[src/hdl/sdl_pkg.sv]
// Purpose: shared constants and carriers for the standalone logging sequencer
// Assumes: 100 MHz clk_sys
// Notes:   field positions follow the control word layout
package sdl_pkg;
	localparam int CLK_MHZ         = 100;
	localparam int WAKE_SS_US      = 1500;
	localparam int WAKE_SS_CYC     = WAKE_SS_US * CLK_MHZ;
	localparam int BOOT_WORDS      = 64;
	localparam int CTL_TIME        = 15;
	localparam int CTL_S2          = 14;
	localparam int CTL_S1          = 13;
	localparam int CTL_S0          = 12;
	localparam int CTL_LOOP        = 3;
	localparam int CTL_IRQ_RDY     = 2;
	localparam int CTL_HOLD        = 1;
	localparam int CTL_RUN         = 0;
	localparam logic [1:0] TAG_S0   = 2'h0;
	localparam logic [1:0] TAG_S1   = 2'h1;
	localparam logic [1:0] TAG_S2   = 2'h2;
	localparam logic [1:0] TAG_TIME = 2'h3;
	localparam logic [15:0] CTL_RESET = 16'h0000;
	localparam logic [2:0] COND_ALWAYS = 3'h0;
	localparam logic [2:0] COND_ABOVE  = 3'h1;
	localparam logic [2:0] COND_BELOW  = 3'h2;
	localparam logic [2:0] COND_OUTSIDE = 3'h3;

	typedef struct packed {
		logic [1:0]  tag;
		logic [13:0] code;
	} sdl_word_t;

	typedef struct packed {
		logic        valid;
		logic [15:0] addr;
		sdl_word_t   data;
	} sdl_ee_req_t;

	typedef enum logic [3:0] {
		SDL_BOOT, SDL_IDLE, SDL_SLEEP, SDL_PICK, SDL_CFG, SDL_ACQ,
		SDL_TEST, SDL_STORE, SDL_WAIT, SDL_DONE
	} sdl_state_t;
endpackage

[src/hdl/sdl_fifo.sv]
// Purpose: word fifo between result capture and the eeprom writer
// Assumes: single clock, synchronous active-low reset
// Notes:   depth must be a power of two
module sdl_fifo #(
	parameter int WIDTH = 16,
	parameter int DEPTH = 8
) (
	input  wire logic             clk_sys,
	input  wire logic             rst_b,
	input  wire logic             in_valid,
	output logic                  in_ready,
	input  wire logic [WIDTH-1:0] in_data,
	output logic                  out_valid,
	input  wire logic             out_ready,
	output logic      [WIDTH-1:0] out_data
);
	localparam int AW = $clog2(DEPTH);
	logic [WIDTH-1:0] mem [DEPTH];
	logic [AW:0]      wr_ptr;
	logic [AW:0]      rd_ptr;
	logic             do_wr;
	logic             do_rd;

	assign in_ready  = (wr_ptr - rd_ptr) != (AW+1)'(DEPTH);
	assign out_valid = wr_ptr != rd_ptr;
	assign out_data  = mem[rd_ptr[AW-1:0]];
	assign do_wr     = in_valid && in_ready;
	assign do_rd     = out_valid && out_ready;

	always_ff @(posedge clk_sys) begin
		if (do_wr) begin
			mem[wr_ptr[AW-1:0]] <= in_data;
		end
	end

	always_ff @(posedge clk_sys) begin
		if (!rst_b) begin
			wr_ptr <= '0;
			rd_ptr <= '0;
		end else begin
			if (do_wr) begin
				wr_ptr <= wr_ptr + 1'b1;
			end
			if (do_rd) begin
				rd_ptr <= rd_ptr + 1'b1;
			end
		end
	end
endmodule

[src/hdl/sdl_top.sv]
// Purpose: standalone logging sequencer: boot copy, paced sensor logging
// Assumes: eeprom, sensor and boot copy ports are same-clock handshakes
// Notes:   ss_b and rf_field are pins and pass a two-stage synchroniser
module sdl_top #(
	parameter int WAKE_SS_CYCLES = sdl_pkg::WAKE_SS_CYC,
	parameter int DEPTH          = 8
) (
	input  wire logic        clk_sys,
	input  wire logic        rst_b,
	input  wire logic        boot_inhibit,
	input  wire logic        update_spi,
	input  wire logic        update_rfid,
	output logic             boot_req,
	input  wire logic        boot_done,
	input  wire logic [15:0] ctl_word,
	input  wire logic [15:0] dst_addr,
	input  wire logic [15:0] data_len,
	input  wire logic        log_arm,
	input  wire logic        sleep_mode_sel,
	input  wire logic [15:0] wake_period,
	input  wire logic        wake_irq_en,
	input  wire logic [7:0]  spi_cmd_write,
	input  wire logic [7:0]  spi_resp_delay,
	input  wire logic [2:0]  cond_s0,
	input  wire logic [2:0]  cond_s1,
	input  wire logic [2:0]  cond_s2,
	input  wire logic [13:0] thr_low,
	input  wire logic [13:0] thr_high,
	input  wire logic        ss_b,
	input  wire logic        rf_field,
	input  wire logic        spi_busy,
	input  wire logic        rfid_busy,
	output logic             sens_cfg_req,
	output logic [1:0]       sens_sel,
	input  wire logic        sens_cfg_done,
	output logic             acq_start,
	input  wire logic        acq_done,
	input  wire logic [13:0] acq_code,
	output logic             ee_wr_req,
	output logic [7:0]       ee_cmd,
	output sdl_pkg::sdl_ee_req_t ee_req,
	input  wire logic        ee_wr_ack,
	output logic [15:0]      words_copied,
	output logic             data_ready,
	output logic             full_flag,
	output logic             irq,
	output logic             sleeping,
	output logic             standby
);
	sdl_pkg::sdl_state_t state;
	logic [1:0]  ss_sync;
	logic [1:0]  rf_sync;
	logic [31:0] ss_low_cnt;
	logic [15:0] wake_cnt;
	logic [15:0] iter_idx;
	logic [15:0] wr_off;
	logic [7:0]  delay_cnt;
	logic [1:0]  cur;
	logic [3:0]  pending;
	logic        boot_pend;
	logic        boot_pwr;
	logic        wake_tick;
	logic        host_wake;
	logic        keep;
	logic [2:0]  cond;
	logic        f_in_valid;
	logic        f_in_ready;
	logic        f_out_valid;
	logic [15:0] f_out_data;
	logic        f_pop;
	sdl_pkg::sdl_word_t f_in_word;

	// pins are asynchronous; only stage 1 reads stage 0
	always_ff @(posedge clk_sys) begin
		if (!rst_b) begin
			ss_sync <= 2'h3;
			rf_sync <= 2'h0;
		end else begin
			ss_sync <= {ss_sync[0], ss_b};
			rf_sync <= {rf_sync[0], rf_field};
		end
	end

	// wake on field or long slave-select low
	always_ff @(posedge clk_sys) begin
		if (!rst_b) begin
			ss_low_cnt <= '0;
		end else if (ss_sync[1]) begin
			ss_low_cnt <= '0;
		end else if (ss_low_cnt < 32'(WAKE_SS_CYCLES)) begin
			ss_low_cnt <= ss_low_cnt + 32'h1;
		end
	end
	assign host_wake = rf_sync[1] || (ss_low_cnt >= 32'(WAKE_SS_CYCLES));

	// wake-up timer, counts only while sleeping
	always_ff @(posedge clk_sys) begin
		if (!rst_b) begin
			wake_cnt <= '0;
		end else if (state != sdl_pkg::SDL_SLEEP) begin
			wake_cnt <= '0;
		end else if (wake_tick) begin
			wake_cnt <= '0;
		end else begin
			wake_cnt <= wake_cnt + 16'h1;
		end
	end
	assign wake_tick = (state == sdl_pkg::SDL_SLEEP) &&
		(wake_cnt + 16'h1 >= wake_period);

	always_comb begin
		cond = (cur == sdl_pkg::TAG_S0) ? cond_s0 :
			(cur == sdl_pkg::TAG_S1) ? cond_s1 : cond_s2;
		case (cond)
			sdl_pkg::COND_ABOVE:   keep = acq_code > thr_high;
			sdl_pkg::COND_BELOW:   keep = acq_code < thr_low;
			sdl_pkg::COND_OUTSIDE: keep = acq_code > thr_high ||
				acq_code < thr_low;
			default:               keep = 1'b1;
		endcase
	end

	always_comb begin
		f_in_valid = 1'b0;
		f_in_word  = '{tag: cur, code: acq_code};
		if (state == sdl_pkg::SDL_ACQ && acq_done && keep) begin
			f_in_valid = 1'b1;
		end else if (state == sdl_pkg::SDL_PICK && pending[3]) begin
			f_in_valid = 1'b1;
			f_in_word  = '{tag: sdl_pkg::TAG_TIME, code: iter_idx[13:0]};
		end
	end

	sdl_fifo #(.WIDTH(16), .DEPTH(DEPTH)) u_fifo (
		.clk_sys   (clk_sys),
		.rst_b     (rst_b),
		.in_valid  (f_in_valid),
		.in_ready  (f_in_ready),
		.in_data   (f_in_word),
		.out_valid (f_out_valid),
		.out_ready (f_pop),
		.out_data  (f_out_data)
	);

	// writer yields to host traffic; hold stops new words only
	assign f_pop = ee_wr_req && ee_wr_ack;

	always_ff @(posedge clk_sys) begin
		if (!rst_b) begin
			ee_wr_req    <= 1'b0;
			ee_req       <= '0;
			ee_cmd       <= '0;
			delay_cnt    <= '0;
			wr_off       <= '0;
			words_copied <= '0;
			full_flag    <= 1'b0;
		end else if (!ctl_word[sdl_pkg::CTL_RUN] && state == sdl_pkg::SDL_IDLE
			&& !log_arm && !ee_wr_req) begin
			// stopped engine restarts from the start address
			wr_off    <= '0;
			full_flag <= 1'b0;
		end else if (ee_wr_req) begin
			if (ee_wr_ack) begin
				ee_wr_req    <= 1'b0;
				ee_req.valid <= 1'b0;
				// programmable gap before the next request
				delay_cnt    <= spi_resp_delay;
				words_copied <= words_copied + 16'h1;
				if (wr_off + 16'h1 >= data_len) begin
					full_flag <= 1'b1;
					if (ctl_word[sdl_pkg::CTL_LOOP]) begin
						wr_off <= '0;
					end else begin
						wr_off <= data_len;
					end
				end else begin
					wr_off <= wr_off + 16'h1;
				end
			end
		end else if (delay_cnt != 8'h0) begin
			delay_cnt <= delay_cnt - 8'h1;
		end else if (f_out_valid && !spi_busy && !rfid_busy &&
			!ctl_word[sdl_pkg::CTL_HOLD] &&
			(wr_off < data_len || ctl_word[sdl_pkg::CTL_LOOP])) begin
			ee_wr_req <= 1'b1;
			ee_cmd    <= spi_cmd_write;
			ee_req    <= '{valid: 1'b1, addr: dst_addr + wr_off,
				data: f_out_data};
		end
	end

	always_ff @(posedge clk_sys) begin
		if (!rst_b) begin
			iter_idx <= '0;
		end else if (wake_tick) begin
			iter_idx <= iter_idx + 16'h1;
		end
	end

	// boot copy request latch; an update wins over a finishing copy
	always_ff @(posedge clk_sys) begin
		if (!rst_b) begin
			boot_pend <= 1'b1;
		end else if (update_spi || update_rfid) begin
			boot_pend <= 1'b1;
		end else if (state == sdl_pkg::SDL_BOOT && (boot_req ? boot_done :
			boot_pwr && boot_inhibit)) begin
			boot_pend <= 1'b0;
		end
	end

	// power-up copy is owed only until the first pass through boot
	always_ff @(posedge clk_sys) begin
		if (!rst_b) begin
			boot_pwr <= 1'b1;
		end else if (state == sdl_pkg::SDL_BOOT) begin
			boot_pwr <= 1'b0;
		end
	end

	// main sequence; sensor enables are sampled at the wake tick only
	always_ff @(posedge clk_sys) begin
		if (!rst_b) begin
			state        <= sdl_pkg::SDL_BOOT;
			cur          <= '0;
			pending      <= '0;
			boot_req     <= 1'b0;
			sens_cfg_req <= 1'b0;
			sens_sel     <= '0;
			acq_start    <= 1'b0;
			data_ready   <= 1'b0;
			irq          <= 1'b0;
			sleeping     <= 1'b0;
			standby      <= 1'b0;
		end else begin
			acq_start <= 1'b0;
			irq <= (data_ready && ctl_word[sdl_pkg::CTL_IRQ_RDY]) ||
				(full_flag && ctl_word[sdl_pkg::CTL_LOOP] &&
				ctl_word[sdl_pkg::CTL_IRQ_RDY]) ||
				(wake_tick && wake_irq_en);
			case (state)
				sdl_pkg::SDL_BOOT: begin
					// inhibit skips the power-up copy only, never an update
					if (boot_req) begin
						if (boot_done) begin
							boot_req <= 1'b0;
							state    <= sdl_pkg::SDL_IDLE;
						end
					end else if (boot_pend && !(boot_pwr && boot_inhibit)) begin
						boot_req <= 1'b1;
					end else begin
						state <= sdl_pkg::SDL_IDLE;
					end
				end
				sdl_pkg::SDL_IDLE: begin
					standby <= 1'b1;
					if (boot_pend) begin
						state <= sdl_pkg::SDL_BOOT;
					end else if (log_arm && !ctl_word[sdl_pkg::CTL_RUN]) begin
						standby  <= 1'b0;
						sleeping <= 1'b1;
						state    <= sdl_pkg::SDL_SLEEP;
					end
				end
				sdl_pkg::SDL_SLEEP: begin
					if (boot_pend) begin
						sleeping <= 1'b0;
						state    <= sdl_pkg::SDL_BOOT;
					end else if (!log_arm || ctl_word[sdl_pkg::CTL_RUN] ||
						host_wake) begin
						sleeping <= 1'b0;
						state    <= sdl_pkg::SDL_IDLE;
					end else if (wake_tick) begin
						sleeping   <= 1'b0;
						data_ready <= 1'b0;
						pending    <= {ctl_word[sdl_pkg::CTL_TIME],
							ctl_word[sdl_pkg::CTL_S2],
							ctl_word[sdl_pkg::CTL_S1],
							ctl_word[sdl_pkg::CTL_S0]};
						state      <= sdl_pkg::SDL_PICK;
					end
				end
				sdl_pkg::SDL_PICK: begin
					// next sensor in tag order, stamp first
					if (pending[3]) begin
						if (f_in_ready) begin
							pending[3] <= 1'b0;
						end
					// room first: the done pulse of a sensor is never lost
					end else if (!f_in_ready) begin
						state <= sdl_pkg::SDL_PICK;
					end else if (pending[0]) begin
						cur <= sdl_pkg::TAG_S0;
						pending[0] <= 1'b0;
						state <= sdl_pkg::SDL_CFG;
					end else if (pending[1]) begin
						cur <= sdl_pkg::TAG_S1;
						pending[1] <= 1'b0;
						state <= sdl_pkg::SDL_CFG;
					end else if (pending[2]) begin
						cur <= sdl_pkg::TAG_S2;
						pending[2] <= 1'b0;
						state <= sdl_pkg::SDL_CFG;
					end else begin
						state <= sdl_pkg::SDL_WAIT;
					end
				end
				sdl_pkg::SDL_CFG: begin
					sens_cfg_req <= !sens_cfg_done;
					sens_sel     <= cur;
					if (sens_cfg_done && sens_cfg_req) begin
						acq_start <= 1'b1;
						state     <= sdl_pkg::SDL_ACQ;
					end
				end
				sdl_pkg::SDL_ACQ: begin
					// fifo back-pressure stalls capture
					if (acq_done && (f_in_ready || !keep)) begin
						state <= sdl_pkg::SDL_PICK;
					end
				end
				sdl_pkg::SDL_WAIT: begin
					if (!f_out_valid && !ee_wr_req) begin
						state <= sdl_pkg::SDL_DONE;
					end
				end
				default: begin
					data_ready <= 1'b1;
					sleeping   <= !sleep_mode_sel;
					standby    <= sleep_mode_sel;
					state      <= sleep_mode_sel ? sdl_pkg::SDL_IDLE :
						sdl_pkg::SDL_SLEEP;
				end
			endcase
		end
	end
endmodule

[config.mk]
export PLATFORM = sky130hd
export DESIGN_NAME = sdl_top
export DESIGN_NICKNAME = d
export VERILOG_FILES = /design/src/hdl/sdl_pkg.sv /design/src/hdl/sdl_fifo.sv /design/src/hdl/sdl_top.sv
export SDC_FILE = /design/constraint.sdc
export NUM_CORES = 1
export LEC_CHECK = 0
export BUFFER_PORTS_ARGS = -buffer_cell sky130_fd_sc_hd__buf_2
export CAP_MARGIN = 20
export CORE_UTILIZATION = 45
export CTS_BUF_LIST = sky130_fd_sc_hd__clkbuf_8
export DETAILED_ROUTE_END_ITERATION = 12
export PLACE_DENSITY_LB_ADDON = 0.05
export SYNTH_ARGS = -nofsm -noshare
export SYNTH_HDL_FRONTEND = slang
export SYNTH_HIERARCHICAL = 1
export SYNTH_SLANG_ARGS = --single-unit
[constraint.sdc]
create_clock -name clk_sys -period 7.1 [get_ports clk_sys]
set_input_delay 0.71 -clock clk_sys [delete_from_list [all_inputs] [get_ports clk_sys]]
set_output_delay 0.71 -clock clk_sys [all_outputs]
set_load 0.01 [all_outputs]
==> reports/metrics.csv, run 1 <==
metric,value,unit
Die X-Extent,189,µm
CTS HTree Levels,2,
number of global-route vias before repair,11500,
"Seq/Total Area, Yosys",47.2,%
effective utilization at floorplan,45.8,%
PwrDens,220,nW/µm²
"leading cell types in the layout, fill and taps excluded","buf_2, dfxtp_1, nand2_1",
register area,7470,µm²
RSZ-0062 raised after global routing,false,
first-pass GRT wire length,60.9,mm
Fillers,3230,
proportion of synthesized area in mux cells,8.66,%
total inserted antenna cells,0,
per-cell via count in the routed design,5.28,
Placed Instance Area,17300,µm²
worst vdd ir,0.000142,V
clock sinks,309,
top-level I/O count,215,
Post-CTS Setup Bufs,0,
synthesized-area fraction occupied by xor and xnor cells,4.46,%
"Min Clock Period, post-route",4270,ps
Min Hold Slack,295,ps
Max Clock Skew,33.2,ps
Routed wire per std cell,16.9,µm
number of design rule violations left after detail routing,0,
synthesized flop and latch total,309,
number of antenna-violating nets in the routed design,0,
total clock buffers created by CTS,54,
final sum of negative setup slack,0,ps
arrival time worst endpoint,4790,ps
post-synth top area share,24.3,%
hold crit path type,input pin to flop,
number of vias after detailed routing,11900,
Worst-Skew Late Latency,620,ps
normalized max-slew margin,32.0,%
static leakage power,0.00756,µW
pin count of the biggest net entering global routing,61,
number of instances in the synthesized netlist,1530,
outcome,finished clean,
max-slew violation count,0,
combinational family with the most area after synthesis,simple AND/OR/NAND/NOR gates,
final wirelength,38.1,mm
overall power consumption,4050,µW
global placement routability congestion,0.862,
layout cells sized above 1,21.6,%
"synthesized-area fraction occupied by ao, oa, aoi and oai cells",11.1,%
buffer depth of the longest clock path,3,
die height,189,µm
highest fanout seen on the critical path,15,
sum of net half-perimeters after detailed placement,26.1,mm
final count of negative-setup-slack endpoints,0,
Synthesized Nets,1781,
post-cts gate resize count,0,
Critical Path Source Type,flop,
number of iterations in the first detailed-routing pass,4,
leftover overflow at the end of global routing,0,
number of design-rule violations left by the first detailed-router iteration,645,
Netlist cell types,82,
Rows,68,
total area of multi-input combinational cells,7790,µm²
flop2flop setup slack,2830,ps
Post-synth EDFFs,128,
CTS root buf,clkbuf_8,
port buffer count,206,
fin nets,2001,
final hold vios,0,
endpoint required time on the critical path,7630,ps
main flop type after synthesis,dfxtp_1,
final core utilization,53.2,%
post-route fraction of the period consumed by the critical path,60.1,%
core footprint,34500,µm²
Worst setup EP type,flop,
"commonest non-fill, non-tap cell in the layout",buf_2,
biggest area contributors in the synthesized netlist,"edfxtp_1, dfxtp_1, ha_1",
global-route usage over all layers,21.4,%
synthesis-to-layout area growth,16.3,%
"post-synthesis share of cell area spent on full adders, half adders and majority gates",8.28,%
synthesized area per cell,10.3,µm²
die area,35900,µm²
cell area after synthesis,15800,µm²
Achievable Freq,0.234,GHz
asr flop ratio synth,0,%
cell taking the most area after synthesis,edfxtp_1,
"Non-Filler Cell Area, Final",18400,µm²
clock transition at the registers of the reported paths,60,ps
antenna violations before repair,0,
slew at the pin closest to its max-slew limit,1020,ps
Worst Setup Path Type,flop to flop,
TritonCTS clock tree,done,
maxcap violations,0,
fraction of the mapped netlist area in simple logic gates,16.5,%
count of hold buffers inserted by post-cts repair,0,
yosys synthesis warning count,6,
## where the power goes
group	total (µW)	switching (µW)	internal (µW)
logic	511	301	210
clock network	1600	746	851
registers	1950	57.9	1890
## worst max-delay path, stage by stage (launching register included)
cell and delay (ps):
dfxtp_1 390, and3_1 170, nand3_1 120, nor2_1 250, and3_1 250, nand3_1 100
xnor2_1 200, ha_1 270, a21o_1 180, a21o_1 170, a221oi_1 490, o211ai_1 430
nor2_1 820, nand2_1 210, nor2b_1 150
## path summary, 6_finish.rpt
kind                             startpoint            to  cells past startpoint
worst min-delay path                   ss_b    ss_sync[0]                      2
worst max-delay path            wake_cnt[0]  wake_cnt[13]                     14
worst min register to register   ss_sync[0]    ss_sync[1]                      1
worst max register to register  wake_cnt[0]  wake_cnt[13]                     14
## state kept, by name, indices dropped and copies added, names as in the netlist, 2 cells and up, named ones only
signal,cells
rf_sync,2
ee_req,33
ee_cmd,8
iter_idx,14
wake_cnt,16
cur,2
pending,4
sens_sel,2
state,4
delay_cnt,8
ss_low_cnt,32
u_fifo/mem,128
words_copied,16
ss_sync,2
u_fifo/wr_ptr,4
wr_off,16
u_fifo/rd_ptr,4
## per-layer routing
metal	track usage, %	wire length, µm
met4	5.77	619
met1	29.2	18200
met3	3.43	1370
met2	35.0	17900
met5	0	0
## metrics by stage
step,cells,worst slack [ps]
floorplan,1530,2860
global placement,2147,2890
detailed placement,2147,2860
CTS,2246,2830
global route,2248,2460
finish,2248,2830
## layout make-up
class                      count  share of cell area, %
timing repair buffer         223                   6.30
inverter                      89                   1.82
clock inverter                36                   1.10
multi-input combinational   1073                   42.4
sequential                   309                   40.6
clock buffer                  63                   4.71
tap                          455                   3.10
## Yosys cell counts, drive strengths merged, types with 22 or more instances
cell type / n
dfxtp: 181
nand2: 145
nor2: 139
edfxtp: 128
ha: 103
a21oi: 95
inv: 88
nand3: 53
o21ai: 52
xor2: 40
clkbuf: 39
xnor2: 38
mux4: 32
and2: 31
mux2i: 31
and3: 30
mux2: 30
a211oi: 25
nand2b: 22
## cells by family (layout without fill, tap and decap cells)
group,count (synthesis),after routing
compound gates,268,268
xor+xnor,79,79
fa+ha+maj,104,104
buf+inv,148,411
flops,309,309
mux,93,93
simple gates,529,529
(Power assumes the default switching activity.)
==> run 2, diff against run 1 <==
--- a/config.mk
+++ b/config.mk
@@ -5,6 +5,7 @@
 export SDC_FILE = /design/constraint.sdc
 export NUM_CORES = 1
 export LEC_CHECK = 0
+export ABC_AREA = 1
 export BUFFER_PORTS_ARGS = -buffer_cell sky130_fd_sc_hd__buf_2
 export CAP_MARGIN = 20
 export CORE_UTILIZATION = 45
==> constraint.sdc (replaced) <==
create_clock -name clk_sys -period 4.15 [get_ports clk_sys]
set_input_delay 0.415 -clock clk_sys [delete_from_list [all_inputs] [get_ports clk_sys]]
set_output_delay 0.415 -clock clk_sys [all_outputs]
set_load 0.01 [all_outputs]
==> run 2 against run 1 <==
  * Clock power up 78%
  * Die area up 5.5%
  * Sequential power up 71%
  * Critical path depth up 9
  * Global-route usage up 1.1 points
  * Critical path type unchanged
  * Hold slack worse by 250 ps
  * Area after synthesis up 5.6%
  * First-iteration DRC count up 24%
  * Worst setup slack worse by 2400 ps
==> reports/metrics.csv, run 2 <==
metric,value,unit,change
Post-synth EDFFs,128,,unchanged
cell taking the most area after synthesis,edfxtp_1,,
biggest area contributors in the synthesized netlist,"edfxtp_1, dfxtp_1, nand2_1",,
number of vias after detailed routing,14500,,+22%
number of design-rule violations left by the first detailed-router iteration,802,,+24%
Reg2Reg Depth,23,,+9
cell area after synthesis,16700,µm²,+5.6%
arrival time worst endpoint,4210,ps,-580 ps
highest fanout seen on the critical path,14,,-1
register area,7470,µm²,about the same
total clock buffers created by CTS,53,,-1.9%
buffer depth of the longest clock path,3,,unchanged
die height,195,µm,+2.7%
normalized max-slew margin,25.7,%,-6.4 points
synthesis-to-layout area growth,16.0,%,
outcome,finished clean,,
Worst-Skew Late Latency,630,ps,about the same
total area of multi-input combinational cells,7790,µm²,unchanged
endpoint required time on the critical path,4670,ps,-2960 ps
"Seq/Total Area, Yosys",44.7,%,-2.5 points
clock transition at the registers of the reported paths,60,ps,about the same
GRT Max-Usage Layer,met2,,
TritonCTS clock tree,done,,
Worst setup EP type,flop,,
final wirelength,42.4,mm,+11%
port buffer count,206,,unchanged
clock sinks,309,,unchanged
top-level I/O count,215,,unchanged
Synthesized Nets,2366,,+33%
Achievable Freq,0.271,GHz,+16%
"commonest non-fill, non-tap cell in the layout",nand2_1,,
RSZ-0062 raised after global routing,false,,
most common cell in the netlist,nand2_1,,
main flop type after synthesis,dfxtp_1,,
PwrDens,379,nW/µm²,+72%
Netlist cell types,54,,-34%
global-route usage over all layers,22.5,%,+1.1 points
final count of negative-setup-slack endpoints,0,,unchanged
synthesized flop and latch total,309,,unchanged
"Min Clock Period, post-route",3700,ps,-573 ps
Fillers,3567,,+10%
post-synth top area share,23.0,%,-1.3 points
number of global-route vias before repair,13700,,+19%
number of instances in the synthesized netlist,2115,,+38%
CTS root buf,clkbuf_8,,
slew at the pin closest to its max-slew limit,1100,ps,+85.2 ps
series of cell instances along the critical path,"ha_1, nand2_1, inv_2, nand2_1, nor3_2, nand3_1, nor3_2, nand3_1, nor2_2, xnor2_1, inv_1, ha_1, nand2_1, inv_1, nand3_1, nor2_1, nand3_1, nand3_1, nand2_2, inv_2, nand2_1, nand2_1, nor3b_1",,
GR Layer Usage met2,36.8,%,+1.8 points
effective utilization at floorplan,45.7,%,-0.066 points
number of iterations in the first detailed-routing pass,5,,+1
proportion of power drawn by the clock network,38.8,%,-0.6 points
Net Sw Frac,28.8,%,+1.5 points
Critical Path Source Type,flop,,
pin count of the biggest net entering global routing,66,,+8.2%
static leakage power,0.00853,µW,+13%
"leading cell types in the layout, fill and taps excluded","nand2_1, inv_1, nor2_1",,
asr flop ratio synth,0,%,unchanged
yosys synthesis warning count,6,,unchanged
combinational power share,15.7,%,+3.1 points
maxcap violations,0,,unchanged
antenna violations before repair,3,,+3
CTS HTree Levels,2,,unchanged
die area,37900,µm²,+5.5%
total internal power,5220,µW,+77%
fin nets,2592,,+30%
max-slew violation count,0,,unchanged
Max Clock Skew,40.4,ps,+7.21 ps
net load switching power,2110,µW,+91%
overall power consumption,7330,µW,+81%
post-route fraction of the period consumed by the critical path,89.0,%,+29 points
library cell contributing the largest single delay on the critical path,dfxtp_1,,
hold crit path type,input pin to flop,,
Reg power frac,45.5,%,-2.5 points
GR met1 Demand/Resource,30.0,%,+0.85 points
global placement routability congestion,0.912,,+5.8%
Worst Setup Path Type,flop to flop,,
Hold Crit Depth,3,,+1
most frequent cells after synthesis,"nand2_1, inv_1, nor2_1",,
first-pass GRT wire length,68.7,mm,+13%
final hold vios,0,,unchanged
layout cells sized above 1,15.9,%,-5.7 points
"flip-flop count of the largest register, all copies and words added",128,,unchanged
highest cell delay on the worst timing path,380,ps,-440 ps
leftover overflow at the end of global routing,0,,unchanged
core footprint,36500,µm²,+5.7%
per-cell via count in the routed design,5.09,,-3.5%
number of antenna-violating nets in the routed design,0,,unchanged
Routed wire per std cell,14.9,µm,-12%
worst vdd ir,0.000218,V,+54%
Rows,70,,+2.9%
synthesized area per cell,7.89,µm²,-24%
Die X-Extent,195,µm,+2.7%
sum of net half-perimeters after detailed placement,29.5,mm,+13%
met3 Track Usage GR,3.78,%,+0.35 points
final sum of negative setup slack,0,ps,unchanged
number of design rule violations left after detail routing,0,,unchanged
==> run 2: cell count changes after synthesis, sizes merged, moves of 59 or more <==
cell	change
o21ai	+59
inv	+208
a21oi	+72
nand2	+267
nor2	+144
nand3	+93
==> run 2: final timing paths <==
path | from | endpoint | slack, ps
worst max register to register | wake_cnt[0] | iter_idx[7] | 450
worst min register to register | ss_sync[0] | ss_sync[1] | 420
worst min-delay path | spi_cmd_write[2] | ee_cmd[2] | 50
worst max-delay path | wake_cnt[0] | iter_idx[7] | 450
==> run 2: timing repair <==
item                       CTS  global route
setup endpoints to repair    0             1
hold endpoints to repair     4             0
hold buffers                 5             0
resized for setup            0             2
buffers inserted             0             0
==> run 2: cell type report <==
type,instances,area share (%)
inverter,298,5.78
clock inverter,35,1.45
timing repair buffer,240,6.71
antenna,1,0.0129
tap,468,3.02
multi-input combinational,1439,40.2
clock buffer,59,4.19
sequential,309,38.6
==> run 2: logic make-up after synthesis <==
group / synth area share (%)
AND/OR/NAND/NOR: 25.0
XOR/XNOR: 2.31
buffers and inverters: 8.65
adder cells (fa/ha/maj): 7.84
flip-flops: 44.7
AO/OA/AOI/OAI: 11.5
==> run 2: metrics by stage <==
step                      hold slack (ps)  worst slack [ps]  instances  area, µm²  utilization (%)
after global placement                407               506       2746      18200             49.8
after detailed placement              414               407       2746      18200             49.8
final                                48.4               455       2849      19400             53.0
after CTS                            4.56               392       2845      19300             52.9
after global routing                 42.5              55.4       2848      19400             53.0
after floorplan                       390              1160       2115      16700                -
==> run 2: power groups by stage <==
stage                     Combinational [µW]  Sequential, µW  Clock, µW
after floorplan                          821            3390          0
after global placement                  1130            3390          0
after detailed placement                1150            3390          0
after CTS                               1160            3330       2930
after global routing                    1320            3350       3050
final                                   1150            3330       2850
==> run 2: critical path: cells and delay by family (launching register included) <==
family	cells	cell delay, ps
simple gates	16	2170
fa+ha+maj	2	450
buf+inv	4	450
flops	1	380
xor+xnor	1	140
==> run 2: metal layers <==
layer / wire [µm] / share of wire (%)
met5: 27 / 0.064
met3: 2340 / 5.5
met1: 20000 / 47
met2: 19100 / 45
met4: 1020 / 2.4
